--- src/rtl/gpm_pkg.sv ---
// constants shared by the general-purpose port pin mux design
// assumes a single 250 MHz clock and an APB register bus of 32-bit data
// Notes on behaviour
// - first port is eight bidirectional digital pins that drive or sense
// - each first-port pin has its own direction bit
// - any reset leaves every first-port pin an input, driver off
// - large package: port functions only while external bus disable is set
// - external bus enabled: first port is address/data low byte, direction ignored
// - parallel pin select 1: first port is parallel data, below external bus
// - first-port inputs are TTL while parallel port active and external bus not, Schmitt otherwise
// - clearing the shared pull-up bit turns off all first-port pull-ups
// - a first-port pin set as output has its pull-up off
// - every reset leaves first-port pull-ups disabled
// - writing port data loads the output latch like a latch write
// - large package: second-port pins 0-4 carry bus bits 8-12, TTL inputs
// - second-port pins carry parallel read, write, byte enable, address 13, 12
// - parallel read and write pins also act as TTL inputs
// - second-port pins output PWM channels; need direction 0; beat port, parallel
// - each PWM output may float during a shutdown event
// - functions that ignore direction take pin direction from the peripheral
// - external bus signals beat every other function on shared pins
// - parallel default pins apply when its pin-select option is 1
// - third unit channels B, C use second-port pins only when option set
package gpm_pkg;
    // register byte addresses
    localparam logic [7:0] OFS_P4_DATA  = 8'h00;
    localparam logic [7:0] OFS_P4_LAT   = 8'h04;
    localparam logic [7:0] OFS_P4_DIR   = 8'h08;
    localparam logic [7:0] OFS_P5_DATA  = 8'h0C;
    localparam logic [7:0] OFS_P5_LAT   = 8'h10;
    localparam logic [7:0] OFS_P5_DIR   = 8'h14;
    localparam logic [7:0] OFS_P7_DATA  = 8'h18;
    localparam logic [7:0] OFS_MEM_CTRL = 8'h1C;
    localparam logic [7:0] OFS_PIN_CFG  = 8'h20;
    localparam logic [7:0] OFS_PWM_TRI  = 8'h24;
    localparam logic [7:0] OFS_STATUS   = 8'h28;
    // field positions
    localparam int PU_BIT    = 7;
    localparam int EXT_BUS_DISABLE_BIT = 7;
    localparam int PARALLEL_PORT_PIN_SELECT_BIT = 0;
    localparam int PWMMX_BIT = 1;
    // values after reset
    localparam logic [7:0] RST_P4_DIR  = 8'hFF;
    localparam logic [7:0] RST_P4_LAT  = 8'h00;
    localparam logic [4:0] RST_P5_DIR  = 5'h1F;
    localparam logic [4:0] RST_P5_LAT  = 5'h00;
    localparam logic       RST_PU_EN   = 1'b0;
    localparam logic       RST_EXT_BUS_DISABLE   = 1'b1;
    localparam logic       RST_PARALLEL_PORT_PIN_SELECT   = 1'b1;
    localparam logic       RST_PWMMX   = 1'b1;
    localparam logic [4:0] RST_PWM_TRI = 5'h00;
    // source that owns a pin, highest priority last
    typedef enum logic [1:0] {
        SRC_PORT,
        SRC_PMP,
        SRC_PWM,
        SRC_EXT
    } gpm_src_t;
endpackage

--- src/rtl/gpm_pin_cell.sv ---
// one pin's output selection with registered drive and enable
// assumes the select inputs are already qualified by the top
`timescale 1ns/100ps
`default_nettype none
module gpm_pin_cell (
    // clock and reset
    input  wire logic i_mclk,
    input  wire logic i_rst_n,
    // external bus
    input  wire logic i_ext_sel,
    input  wire logic i_ext_out,
    input  wire logic i_ext_oe,
    // pwm channel
    input  wire logic i_pwm_sel,
    input  wire logic i_pwm_out,
    input  wire logic i_pwm_tri,
    // parallel port
    input  wire logic i_pmp_sel,
    input  wire logic i_pmp_out,
    input  wire logic i_pmp_oe,
    // plain port
    input  wire logic i_dir,
    input  wire logic i_lat,
    // pad drive
    output logic      o_out,
    output logic      o_oe
);
    gpm_pkg::gpm_src_t src;
    logic              out_next;
    logic              oe_next;

    assign src = i_ext_sel ? gpm_pkg::SRC_EXT :
                 i_pwm_sel ? gpm_pkg::SRC_PWM :
                 i_pmp_sel ? gpm_pkg::SRC_PMP :
                             gpm_pkg::SRC_PORT;

    always_comb begin
        unique case (src)
            gpm_pkg::SRC_EXT: begin
                out_next = i_ext_out;
                oe_next  = i_ext_oe;
            end
            gpm_pkg::SRC_PWM: begin
                out_next = i_pwm_out;
                oe_next  = !i_pwm_tri;
            end
            gpm_pkg::SRC_PMP: begin
                out_next = i_pmp_out;
                oe_next  = i_pmp_oe;
            end
            gpm_pkg::SRC_PORT: begin
                out_next = i_lat;
                oe_next  = !i_dir;
            end
        endcase
    end

    always_ff @(posedge i_mclk or negedge i_rst_n) begin
        if (!i_rst_n) begin
            o_out <= 1'b0;
            o_oe  <= 1'b0;
        end else begin
            o_out <= out_next;
            o_oe  <= oe_next;
        end
    end
endmodule
`default_nettype wire

--- src/rtl/gpm_apb_slave.sv ---
// apb handshake: one wait state, registered read data and error
// assumes the top supplies read data and a mapped flag for paddr
`timescale 1ns/100ps
`default_nettype none
module gpm_apb_slave (
    // clock and reset
    input  wire logic        i_mclk,
    input  wire logic        i_rst_n,
    // apb request
    input  wire logic        i_psel,
    input  wire logic        i_penable,
    // register file side
    input  wire logic [31:0] i_rdata,
    input  wire logic        i_mapped,
    output logic             o_wr_ok,
    // apb answer
    output logic             o_pready,
    output logic [31:0]      o_prdata,
    output logic             o_pslverr
);
    logic first_access;

    assign first_access = i_psel && i_penable && !o_pready;
    // write takes effect at the edge where pready is seen high
    assign o_wr_ok = i_psel && i_penable && o_pready && i_mapped;

    always_ff @(posedge i_mclk or negedge i_rst_n) begin
        if (!i_rst_n) begin
            o_pready  <= 1'b0;
            o_prdata  <= 32'h0000_0000;
            o_pslverr <= 1'b0;
        end else begin
            o_pready  <= first_access;
            o_prdata  <= first_access ? i_rdata : 32'h0000_0000;
            o_pslverr <= first_access && !i_mapped;
        end
    end
endmodule
`default_nettype wire

--- src/rtl/gpm_port_mux.sv ---
// top of the pin logic for the first port and pins 0-4 of the second port
// assumes pads resolve drive, enable and pull-up; peripherals are outside
//
// The implementer's own choices: the APB interface to the registers and the address map.
`timescale 1ns/100ps
`default_nettype none
module gpm_port_mux #(
    parameter int  ADDR_W    = 8,
    parameter bit  LARGE_PKG = 1'b1
) (
    // clock and reset
    input  wire logic              i_mclk,
    input  wire logic              i_rst_n,
    // apb
    input  wire logic              i_psel,
    input  wire logic              i_penable,
    input  wire logic              i_pwrite,
    input  wire logic [ADDR_W-1:0] i_paddr,
    input  wire logic [31:0]       i_pwdata,
    output logic                   o_pready,
    output logic [31:0]            o_prdata,
    output logic                   o_pslverr,
    // first port pads
    input  wire logic [7:0]        i_port4_in,
    output logic      [7:0]        o_port4_out,
    output logic      [7:0]        o_port4_oe,
    output logic      [7:0]        o_port4_pullup,
    output logic      [7:0]        o_port4_ttl,
    // second port pads, pins 0-4
    input  wire logic [4:0]        i_port5_in,
    output logic      [4:0]        o_port5_out,
    output logic      [4:0]        o_port5_oe,
    output logic      [4:0]        o_port5_ttl,
    // external memory interface
    input  wire logic [12:0]       i_ext_bus_out,
    input  wire logic [12:0]       i_ext_bus_oe,
    output logic      [12:0]       o_ext_bus_in,
    // parallel master port
    input  wire logic              i_pmp_enable,
    input  wire logic [7:0]        i_pmp_data_out,
    input  wire logic [7:0]        i_pmp_data_oe,
    output logic      [7:0]        o_pmp_data_in,
    input  wire logic [4:0]        i_pmp_ctrl_out,
    input  wire logic [4:0]        i_pmp_ctrl_oe,
    output logic      [1:0]        o_pmp_strobe_in,
    // pwm channels: 2D, 2C, 2B, 3C, 3B on pins 0-4
    input  wire logic [4:0]        i_pwm_out,
    input  wire logic [4:0]        i_pwm_en,
    input  wire logic [1:0]        i_pwm_shutdown
);
    if (ADDR_W < 8) begin : g_chk
        $error("gpm_port_mux: ADDR_W must be at least 8");
    end

    function automatic logic hit(input logic [ADDR_W-1:0] a,
                                 input logic [7:0] ofs);
        hit = (a == ADDR_W'(ofs));
    endfunction

    // software registers
    logic [7:0] dir4_reg;
    logic [7:0] lat4_reg;
    logic [4:0] dir5_reg;
    logic [4:0] lat5_reg;
    logic       pu_en_reg;
    logic       ext_bus_disable_reg;
    logic       parallel_port_pin_select_reg;
    logic       pwmmx_reg;
    logic [4:0] pwm_tri_reg;

    // bus decode
    logic        wr_ok;
    logic        wr;
    logic        mapped;
    logic [31:0] rdata;
    logic        wr_p4_lat;
    logic        wr_p4_dir;
    logic        wr_p5_lat;
    logic        wr_p5_dir;
    logic        wr_p7;
    logic        wr_mem;
    logic        wr_cfg;
    logic        wr_tri;

    assign wr        = wr_ok && i_pwrite;
    assign wr_p4_lat = wr && (hit(i_paddr, gpm_pkg::OFS_P4_DATA) ||
                              hit(i_paddr, gpm_pkg::OFS_P4_LAT));
    assign wr_p4_dir = wr && hit(i_paddr, gpm_pkg::OFS_P4_DIR);
    assign wr_p5_lat = wr && (hit(i_paddr, gpm_pkg::OFS_P5_DATA) ||
                              hit(i_paddr, gpm_pkg::OFS_P5_LAT));
    assign wr_p5_dir = wr && hit(i_paddr, gpm_pkg::OFS_P5_DIR);
    assign wr_p7     = wr && hit(i_paddr, gpm_pkg::OFS_P7_DATA);
    assign wr_mem    = wr && hit(i_paddr, gpm_pkg::OFS_MEM_CTRL);
    assign wr_cfg    = wr && hit(i_paddr, gpm_pkg::OFS_PIN_CFG);
    assign wr_tri    = wr && hit(i_paddr, gpm_pkg::OFS_PWM_TRI);

    assign mapped = hit(i_paddr, gpm_pkg::OFS_P4_DATA)  ||
                    hit(i_paddr, gpm_pkg::OFS_P4_LAT)   ||
                    hit(i_paddr, gpm_pkg::OFS_P4_DIR)   ||
                    hit(i_paddr, gpm_pkg::OFS_P5_DATA)  ||
                    hit(i_paddr, gpm_pkg::OFS_P5_LAT)   ||
                    hit(i_paddr, gpm_pkg::OFS_P5_DIR)   ||
                    hit(i_paddr, gpm_pkg::OFS_P7_DATA)  ||
                    hit(i_paddr, gpm_pkg::OFS_MEM_CTRL) ||
                    hit(i_paddr, gpm_pkg::OFS_PIN_CFG)  ||
                    hit(i_paddr, gpm_pkg::OFS_PWM_TRI)  ||
                    hit(i_paddr, gpm_pkg::OFS_STATUS);

    // function ownership
    logic       ext_act;
    logic       pmp_act;
    logic       pmp_on4;
    logic [4:0] pwm_pin_ok;
    logic [4:0] pwm_sel;
    logic [4:0] pwm_unit_sd;
    logic [4:0] pwm_tri;

    assign ext_act     = LARGE_PKG && !ext_bus_disable_reg;
    assign pmp_act     = i_pmp_enable && parallel_port_pin_select_reg;
    assign pmp_on4     = pmp_act && !ext_act;
    assign pwm_pin_ok  = {pwmmx_reg, pwmmx_reg, 3'h7};
    assign pwm_sel     = i_pwm_en & ~dir5_reg & pwm_pin_ok;
    assign pwm_unit_sd = {{2{i_pwm_shutdown[1]}}, {3{i_pwm_shutdown[0]}}};
    assign pwm_tri     = pwm_tri_reg & pwm_unit_sd;

    assign rdata =
        (hit(i_paddr, gpm_pkg::OFS_P4_DATA))  ? {24'h0, i_port4_in} :
        (hit(i_paddr, gpm_pkg::OFS_P4_LAT))   ? {24'h0, lat4_reg} :
        (hit(i_paddr, gpm_pkg::OFS_P4_DIR))   ? {24'h0, dir4_reg} :
        (hit(i_paddr, gpm_pkg::OFS_P5_DATA))  ? {27'h0, i_port5_in} :
        (hit(i_paddr, gpm_pkg::OFS_P5_LAT))   ? {27'h0, lat5_reg} :
        (hit(i_paddr, gpm_pkg::OFS_P5_DIR))   ? {27'h0, dir5_reg} :
        (hit(i_paddr, gpm_pkg::OFS_P7_DATA))  ? {24'h0, pu_en_reg, 7'h0} :
        (hit(i_paddr, gpm_pkg::OFS_MEM_CTRL)) ? {24'h0, ext_bus_disable_reg, 7'h0} :
        (hit(i_paddr, gpm_pkg::OFS_PIN_CFG))  ? {30'h0, pwmmx_reg,
                                                 parallel_port_pin_select_reg} :
        (hit(i_paddr, gpm_pkg::OFS_PWM_TRI))  ? {27'h0, pwm_tri_reg} :
        (hit(i_paddr, gpm_pkg::OFS_STATUS))   ? {22'h0, pmp_on4, ext_act,
                                                 o_port4_pullup} :
                                                32'h0000_0000;

    gpm_apb_slave u_apb (
        .i_mclk    (i_mclk),
        .i_rst_n   (i_rst_n),
        .i_psel    (i_psel),
        .i_penable (i_penable),
        .i_rdata   (rdata),
        .i_mapped  (mapped),
        .o_wr_ok   (wr_ok),
        .o_pready  (o_pready),
        .o_prdata  (o_prdata),
        .o_pslverr (o_pslverr)
    );

    always_ff @(posedge i_mclk or negedge i_rst_n) begin
        if (!i_rst_n) begin
            dir4_reg    <= gpm_pkg::RST_P4_DIR;
            lat4_reg    <= gpm_pkg::RST_P4_LAT;
            dir5_reg    <= gpm_pkg::RST_P5_DIR;
            lat5_reg    <= gpm_pkg::RST_P5_LAT;
            pu_en_reg   <= gpm_pkg::RST_PU_EN;
            ext_bus_disable_reg   <= gpm_pkg::RST_EXT_BUS_DISABLE;
            parallel_port_pin_select_reg   <= gpm_pkg::RST_PARALLEL_PORT_PIN_SELECT;
            pwmmx_reg   <= gpm_pkg::RST_PWMMX;
            pwm_tri_reg <= gpm_pkg::RST_PWM_TRI;
        end else begin
            if (wr_p4_lat) lat4_reg <= i_pwdata[7:0];
            if (wr_p4_dir) dir4_reg <= i_pwdata[7:0];
            if (wr_p5_lat) lat5_reg <= i_pwdata[4:0];
            if (wr_p5_dir) dir5_reg <= i_pwdata[4:0];
            if (wr_p7) pu_en_reg <= i_pwdata[gpm_pkg::PU_BIT];
            if (wr_mem) ext_bus_disable_reg <= i_pwdata[gpm_pkg::EXT_BUS_DISABLE_BIT];
            if (wr_cfg) begin
                parallel_port_pin_select_reg <= i_pwdata[gpm_pkg::PARALLEL_PORT_PIN_SELECT_BIT];
                pwmmx_reg <= i_pwdata[gpm_pkg::PWMMX_BIT];
            end
            if (wr_tri) pwm_tri_reg <= i_pwdata[4:0];
        end
    end

    // pad controls and inputs toward peripherals
    logic [7:0] pullup_next;
    logic [4:0] ttl5_next;

    assign pullup_next = {8{pu_en_reg}} & dir4_reg;
    assign ttl5_next   = ext_act ? 5'h1F :
                         {3'h0, {2{pmp_act}}};

    always_ff @(posedge i_mclk or negedge i_rst_n) begin
        if (!i_rst_n) begin
            o_port4_pullup  <= 8'h00;
            o_port4_ttl     <= 8'h00;
            o_port5_ttl     <= 5'h00;
            o_ext_bus_in    <= 13'h0000;
            o_pmp_data_in   <= 8'h00;
            o_pmp_strobe_in <= 2'h0;
        end else begin
            o_port4_pullup  <= pullup_next;
            o_port4_ttl     <= {8{pmp_on4}};
            o_port5_ttl     <= ttl5_next;
            o_ext_bus_in    <= {i_port5_in, i_port4_in};
            o_pmp_data_in   <= i_port4_in;
            o_pmp_strobe_in <= i_port5_in[1:0];
        end
    end

    // first port: external bus, then parallel data, then plain port
    for (genvar i = 0; i < 8; i++) begin : g_p4
        gpm_pin_cell u_cell (
            .i_mclk    (i_mclk),
            .i_rst_n   (i_rst_n),
            .i_ext_sel (ext_act),
            .i_ext_out (i_ext_bus_out[i]),
            .i_ext_oe  (i_ext_bus_oe[i]),
            .i_pwm_sel (1'b0),
            .i_pwm_out (1'b0),
            .i_pwm_tri (1'b0),
            .i_pmp_sel (pmp_act),
            .i_pmp_out (i_pmp_data_out[i]),
            .i_pmp_oe  (i_pmp_data_oe[i]),
            .i_dir     (dir4_reg[i]),
            .i_lat     (lat4_reg[i]),
            .o_out     (o_port4_out[i]),
            .o_oe      (o_port4_oe[i])
        );
    end

    // second port: bus bits 8-12, pwm, parallel strobes/address, port
    for (genvar i = 0; i < 5; i++) begin : g_p5
        gpm_pin_cell u_cell (
            .i_mclk    (i_mclk),
            .i_rst_n   (i_rst_n),
            .i_ext_sel (ext_act),
            .i_ext_out (i_ext_bus_out[8+i]),
            .i_ext_oe  (i_ext_bus_oe[8+i]),
            .i_pwm_sel (pwm_sel[i]),
            .i_pwm_out (i_pwm_out[i]),
            .i_pwm_tri (pwm_tri[i]),
            .i_pmp_sel (pmp_act),
            .i_pmp_out (i_pmp_ctrl_out[i]),
            .i_pmp_oe  (i_pmp_ctrl_oe[i]),
            .i_dir     (dir5_reg[i]),
            .i_lat     (lat5_reg[i]),
            .o_out     (o_port5_out[i]),
            .o_oe      (o_port5_oe[i])
        );
    end
endmodule
`default_nettype wire

--- config.mk ---
export PLATFORM = sky130hd
export DESIGN_NAME = gpm_port_mux
export DESIGN_NICKNAME = d
export VERILOG_FILES = /design/src/rtl/gpm_pkg.sv /design/src/rtl/gpm_pin_cell.sv /design/src/rtl/gpm_apb_slave.sv /design/src/rtl/gpm_port_mux.sv
export SDC_FILE = /design/constraint.sdc
export NUM_CORES = 1
export LEC_CHECK = 0
export ABC_CLOCK_PERIOD_IN_PS = 2100
export CORE_MARGIN = 4
export CORE_UTILIZATION = 40
export CTS_BUF_LIST = sky130_fd_sc_hd__clkbuf_2 sky130_fd_sc_hd__clkbuf_4 sky130_fd_sc_hd__clkbuf_8
export CTS_CLUSTER_DIAMETER = 40
export DETAILED_ROUTE_END_ITERATION = 12
export DONT_BUFFER_PORTS = 1
export GPL_ROUTABILITY_DRIVEN = 1
export SLEW_MARGIN = 20
export SYNTH_ARGS = -nofsm -noshare
export SYNTH_HDL_FRONTEND = slang
export SYNTH_SLANG_ARGS = --single-unit
--- constraint.sdc ---
create_clock -name i_mclk -period 2.1 [get_ports i_mclk]
set_input_delay 0.315 -clock i_mclk [delete_from_list [all_inputs] [get_ports i_mclk]]
set_output_delay 0.315 -clock i_mclk [all_outputs]
set_load 0.02 [all_outputs]
# Yosys cells after proc, flatten, opt, wreduce, memory -nomap -nowiden

Index checks and enable logic that the tools add are counted.

Flip-flop bits (word level): 132
Bits of input ports: 123
Output and inout bits: 104
Word-level logic and storage cells: 183

Eq/ne operators: 28
Muxes and demuxes: 51
Bitwise operators: 5
Reduce and logical (&&, ||, !) cells: 55

Operators with widths:

| cell                 | count |
|---|---|
| $mux W10             | 12 |
| $pmux W1 S4          | 26 |
| $eq A8 B5 Y1 const B | 4 |
| $eq A2 B2 Y1 const B | 12 |
| $eq A8 B6 Y1 const B | 3 |
| $mux W2              | 11 |
| $logic_not A1 Y1     | 21 |
| $eq A8 B4 Y1 const B | 2 |
| $logic_and A1 B1 Y1  | 16 |
| $and A5 B5 Y5        | 3 |
| $eq A2 B1 Y1 const B | 6 |
| $logic_not A2 Y1     | 6 |
| $logic_or A1 B1 Y1   | 11 |
| $and A8 B8 Y8        | 1 |
| $eq A8 B3 Y1 const B | 1 |
| $logic_not A8 Y1     | 1 |
| $mux W5              | 1 |
| $not A5 Y5           | 1 |
| $mux W1              | 1 |

# Longest topological paths before layout

Word-level depth: 14
Depth in mapped cells: 7
Depth with buffers taken out: 5

# Modules after synthesis

A second synthesis with hierarchy kept.

Cell total of the unflattened synthesis: 452
Area total of the unflattened synthesis: 5581.6 um^2

By module, submodules not included:

| module        | times used | cells each | area each (um^2) | seq. area each (um^2) |
|---|---|---|---|---|
| gpm_port_mux  | 1          | 244        | 2952.8           | 1496.4 |
| gpm_pin_cell  | 13         | 10         | 106.4            | 50.0 |
| gpm_apb_slave | 1          | 78         | 1246.2           | 850.8 |

# Worst setup path after synthesis

OpenSTA, ideal clock, no wires.

Path type: input to register
Start point: input i_paddr[7]
End point: register dir4_reg[0]
Setup time: 0.082 ns
Data arrival time: 2.130 ns
Required time: 2.018 ns
Setup slack: -0.113 ns
Cell stages on the path: 7
Buffers on the path: 2
Path through: buf_6 or4_4 or3_4 nor2_8 and3_4 buf_12 mux2_4

Longest elaborated chain between the ends: 14
Elaborated cells on any way between the ends: 24
Those cells by class: eq/ne (10); reduce/logical (14)

Ends and longest elaborated chain:

| item                                             | line                | text |
|---|---|---|
| start: declaration                               | gpm_port_mux.sv:18  | `input wire logic [ADDR_W-1:0] i_paddr,` |
| $eq A8 B3 Y1 or $logic_not A8 Y1 (tied branches) | gpm_port_mux.sv:57  | `hit = (a == ADDR_W'(ofs));` |
| $logic_or A1 B1 Y1                               | gpm_port_mux.sv:97  | `assign mapped = hit(i_paddr, gpm_pkg::OFS_P4_DATA) \|\|` |
| $logic_or A1 B1 Y1                               | gpm_port_mux.sv:98  | `hit(i_paddr, gpm_pkg::OFS_P4_LAT) \|\|` |
| $logic_or A1 B1 Y1                               | gpm_port_mux.sv:99  | `hit(i_paddr, gpm_pkg::OFS_P4_DIR) \|\|` |
| $logic_or A1 B1 Y1                               | gpm_port_mux.sv:100 | `hit(i_paddr, gpm_pkg::OFS_P5_DATA) \|\|` |
| $logic_or A1 B1 Y1                               | gpm_port_mux.sv:101 | `hit(i_paddr, gpm_pkg::OFS_P5_LAT) \|\|` |
| $logic_or A1 B1 Y1                               | gpm_port_mux.sv:102 | `hit(i_paddr, gpm_pkg::OFS_P5_DIR) \|\|` |
| $logic_or A1 B1 Y1                               | gpm_port_mux.sv:103 | `hit(i_paddr, gpm_pkg::OFS_P7_DATA) \|\|` |
| $logic_or A1 B1 Y1                               | gpm_port_mux.sv:104 | `hit(i_paddr, gpm_pkg::OFS_MEM_CTRL) \|\|` |
| $logic_or A1 B1 Y1                               | gpm_port_mux.sv:105 | `hit(i_paddr, gpm_pkg::OFS_PIN_CFG) \|\|` |
| $logic_or A1 B1 Y1                               | gpm_port_mux.sv:106 | `hit(i_paddr, gpm_pkg::OFS_PWM_TRI) \|\|` |
| $logic_and A1 B1 Y1                              | gpm_apb_slave.sv:25 | `assign o_wr_ok = i_psel && i_penable && o_pready && i_mapped;` |
| $logic_and A1 B1 Y1                              | gpm_port_mux.sv:85  | `assign wr = wr_ok && i_pwrite;` |
| $logic_and A1 B1 Y1 (*)                          | gpm_port_mux.sv:88  | `assign wr_p4_dir = wr && hit(i_paddr, gpm_pkg::OFS_P4_DIR);` |
| end signal: assignment                           | gpm_port_mux.sv:157 | `dir4_reg <= gpm_pkg::RST_P4_DIR;` |
| end signal: assignment                           | gpm_port_mux.sv:168 | `if (wr_p4_dir) dir4_reg <= i_pwdata[7:0];` |
| end: declaration                                 | gpm_port_mux.sv:61  | `logic [7:0] dir4_reg;` |

Every way passes the cells marked *; elsewhere a longest branch is shown, timed or not.
A chain may end at the register's enable or synchronous reset.

# Worst setup path after layout

Start point: input i_paddr[1]
End point: register pwmmx_reg

Longest elaborated chain between the ends: 14
Elaborated cells on any way between the ends: 24
Those cells by class: eq/ne (10); reduce/logical (14)

Ends and longest elaborated chain:

| item                                             | line                | text |
|---|---|---|
| $eq A8 B3 Y1 or $logic_not A8 Y1 (tied branches) | gpm_port_mux.sv:57  |  |
| $logic_or A1 B1 Y1                               | gpm_port_mux.sv:97  |  |
| $logic_or A1 B1 Y1                               | gpm_port_mux.sv:98  |  |
| $logic_or A1 B1 Y1                               | gpm_port_mux.sv:99  |  |
| $logic_or A1 B1 Y1                               | gpm_port_mux.sv:100 |  |
| $logic_or A1 B1 Y1                               | gpm_port_mux.sv:101 |  |
| $logic_or A1 B1 Y1                               | gpm_port_mux.sv:102 |  |
| $logic_or A1 B1 Y1                               | gpm_port_mux.sv:103 |  |
| $logic_or A1 B1 Y1                               | gpm_port_mux.sv:104 |  |
| $logic_or A1 B1 Y1                               | gpm_port_mux.sv:105 |  |
| $logic_or A1 B1 Y1                               | gpm_port_mux.sv:106 |  |
| $logic_and A1 B1 Y1                              | gpm_apb_slave.sv:25 |  |
| $logic_and A1 B1 Y1                              | gpm_port_mux.sv:85  |  |
| $logic_and A1 B1 Y1 (*)                          | gpm_port_mux.sv:94  | `assign wr_cfg = wr && hit(i_paddr, gpm_pkg::OFS_PIN_CFG);` |
| end signal: assignment                           | gpm_port_mux.sv:164 | `pwmmx_reg <= gpm_pkg::RST_PWMMX;` |
| end signal: assignment                           | gpm_port_mux.sv:175 | `pwmmx_reg <= i_pwdata[gpm_pkg::PWMMX_BIT];` |
| end: declaration                                 | gpm_port_mux.sv:68  | `logic pwmmx_reg;` |

Marks and branches as above.

==> impl_metrics.py <==
metrics = {
    "drt": {
        "wl_per_cell_um": 21.9,
        "vias": 3340,
        "drt_first_pass_iters": 4,
        "drc": 0,
        "finalWirelength_um": 13700,
        "viasPerCell": 5.34,
        "ant_nets": 0,
        "drt_iter0_drc": 263,
    },
    "critical_path": {
        "cp-start-kind": "primary input",
        "critPathMaxFanout": 6,
        "r2r_cells": 5,
        "reg2reg_setup_slack_ns": 0.24,
        "cp-end-kind": "register",
        "critPathArrivalTime_ns": 2.18,
        "crit_slowest_cell": "or4_4",
        "path_cells": "or4_4 -> or3_4 -> nor4_1 -> buf_4 -> mux2_2",
        "critical_path_class": "in2reg",
        "critical_path_required_ns": 2.42,
        "cp_num_buf_inv": 1,
        "reg2reg_to": "pwmmx_reg$_DFFE_PN1P_",
        "worst_path_dominant_cell_family": "simple AND/OR/NAND/NOR gates",
        "critical_path_depth": 5,
        "timing.rr.start": "u_apb.o_pready$_DFF_PN0_",
        "max_stage_delay_ns": 0.52,
    },
    "pwr": {
        "peakVddDrop_mv": 0.247,
        "power_density_mw_per_mm2": 653,
        "p_leak_nw": 2.19,
    },
    "cells_and_area": {
        "largest_register_ffs": 10,
        "top_register": "u_apb.o_prdata",
        "final_net_count": 576,
        "areaGrowthSynthToFinish_pct": 4.11,
        "diodes": 0,
        "drive_above_1_share_pct": 26.4,
        "final_area_mm2": 0.00529,
        "utilization_pct": 43.3,
    },
    "placement": {
        "hpwl_um": 10100,
        "pre_cts_slack_ns": -0.143,
        "gp_congestion": 0.899,
        "numPortBuffers": 0,
        "postPlaceCellArea_mm2": 0.00496,
    },
    "global_routing": {
        "grt_pass1_vias": 3494,
        "grt_usage_pct": 19.1,
        "grt_max_degree": 98,
        "grt_remaining_overflow": 0,
        "grt_pass1_wl_um": 20700,
        "antenna_found_initial": 0,
    },
    "cts": {
        "post_cts_buffers": 0,
        "clock_path_buffers": 2,
        "root_buffer": "clkbuf_8",
        "cts_hold_buf": 13,
        "cts_sinks": 97,
        "clk_pin_slew_ns": 0.10,
        "tritoncts": "yes",
        "cts_repair_resize_count": 0,
        "h-tree-depth": 3,
        "numCtsBuffers": 9,
        "clk_latency_ns": 0.38,
    },
    "synth": {
        "synth_commonest_cells": "dfrtp_1 (81), buf_4 (68), nor2_1 (43)",
        "synth_warnings": 0,
        "synth.area.top_cells": "dfrtp_1 (40%), buf_4 (10%), mux2_2 (8.6%)",
        "synth-seq-cells": 97,
        "synthCells": 473,
        "avgSynthCellArea_um2": 10.7,
        "synth-edff-count": 0,
        "synth_top_area_share_pct": 39.9,
        "synth_top_cell_by_area": "dfrtp_1",
        "synth_area_mm2": 0.00508,
        "yosysMostFrequentCell": "dfrtp_1",
        "ys.flop_type": "dfrtp_1",
        "synth.distinct_cells": 54,
        "ys_seq_area_share_pct": 48.2,
        "async_reset_ff_share_pct": 100,
    },
    "floorplanning": {
        "row_count": 40,
        "boundaryPins": 227,
        "fp.dieH_um": 121,
        "start_util_pct": 41.6,
        "dieArea_mm2": 0.0146,
        "core_region_area_mm2": 0.0122,
        "die_w_um": 121,
    },
    "sta": {
        "fin_hold_ws_ns": -0.385,
        "setup_viol": 0,
        "final.setup.worst_slack_ns": 0.232,
        "fin_crit_ns": 1.87,
        "rsz0062_at_grt": "no",
        "slew_viol_final": 0,
        "clock_skew_ns": 0.00933,
        "final.period_utilization_pct": 89.0,
        "max_slew_margin_pct": 65.4,
        "tns_ns": 0,
        "hold_viol": 97,
        "tightest_slew_ns": 0.515,
        "fmax_mhz": 535,
    },
    "flow_run": {
        "drv_cap": 0,
    },
    "run_status": {
        "outcome": "finished, violations left",
        "violations": "negative hold slack",
    },
    "worst_hold_path": {
        "hold_path_class": "in2async",
    },
}
==> per-stage QoR <==
stage,power [mW],std cells
finish,3.45,626
global route,3.61,626
floorplan,2.25,494
CTS,3.50,626
detailed placement,2.19,597
global placement,2.19,597
==> worst max-delay path by stage <==
stage | endpoint | start | slack [ns]
detailed placement | pwmmx_reg$_DFFE_PN1P_ | i_paddr[1] | -0.14
finish | pwmmx_reg$_DFFE_PN1P_ | i_paddr[1] | 0.23
floorplan | dir4_reg[0]$_DFFE_PN1P_ | i_paddr[7] | -0.03
CTS | pwmmx_reg$_DFFE_PN1P_ | u_apb.o_pready$_DFF_PN0_ | 0.25
global route | parallel_port_pin_select_reg$_DFFE_PN1P_ | u_apb.o_pready$_DFF_PN0_ | 0.25
global placement | pwmmx_reg$_DFFE_PN1P_ | i_paddr[1] | -0.15
==> layout by cell type, fill, tap and decap left out, drive strengths merged, types with 12 or more instances in the layout <==
master        n
a21oi        26
nor2         44
dlygate4sd3  13
nor2b        12
mux2         47
a31oi        15
buf          24
conb         22
dfstp        16
dfrtp        81
nand2        42
==> worst reg2reg max path, delay by kind of cell, from the launching register on <==
kind | cells | cell delay [ns]
simple gates | 3 | 0.90
flops | 1 | 0.37
mux | 1 | 0.32
buf+inv | 1 | 0.21
==> routing by layer <==
layer / track usage, % / vias to the layer above / wire (um)
met5: 0 / - / 0
met4: 5.17 / 0 / 179
met3: 7.25 / 10 / 1310
met2: 30.9 / 165 / 6650
met1: 23.9 / 1641 / 5560
li1: - / 1524 / -
==> power breakdown <==
group	switching, mW	internal [mW]
clock network	0.689	0.593
registers	0.0848	1.91
logic	0.101	0.0776
==> final cells by class <==
type | count | area (um2)
tap | 168 | 210
fill | 1196 | 6920
multi-input combinational | 305 | 2080
clock buffer | 11 | 145
timing repair buffer | 37 | 335
sequential | 97 | 2450
clock inverter | 5 | 55.1
inverter | 3 | 11.3
==> cell families (layout without fill, tap and decap cells) <==
family	after synthesis	after routing	synth area share [%]
other	1	22	0.0738
and+or+nand+nor	145	145	15.5
AOI/OAI and AO/OA	79	79	10.3
buffers and inverters	92	56	12.3
DFF	97	97	48.2
muxes	59	59	13.6
Note: power is estimated with default switching activity, not from simulation.
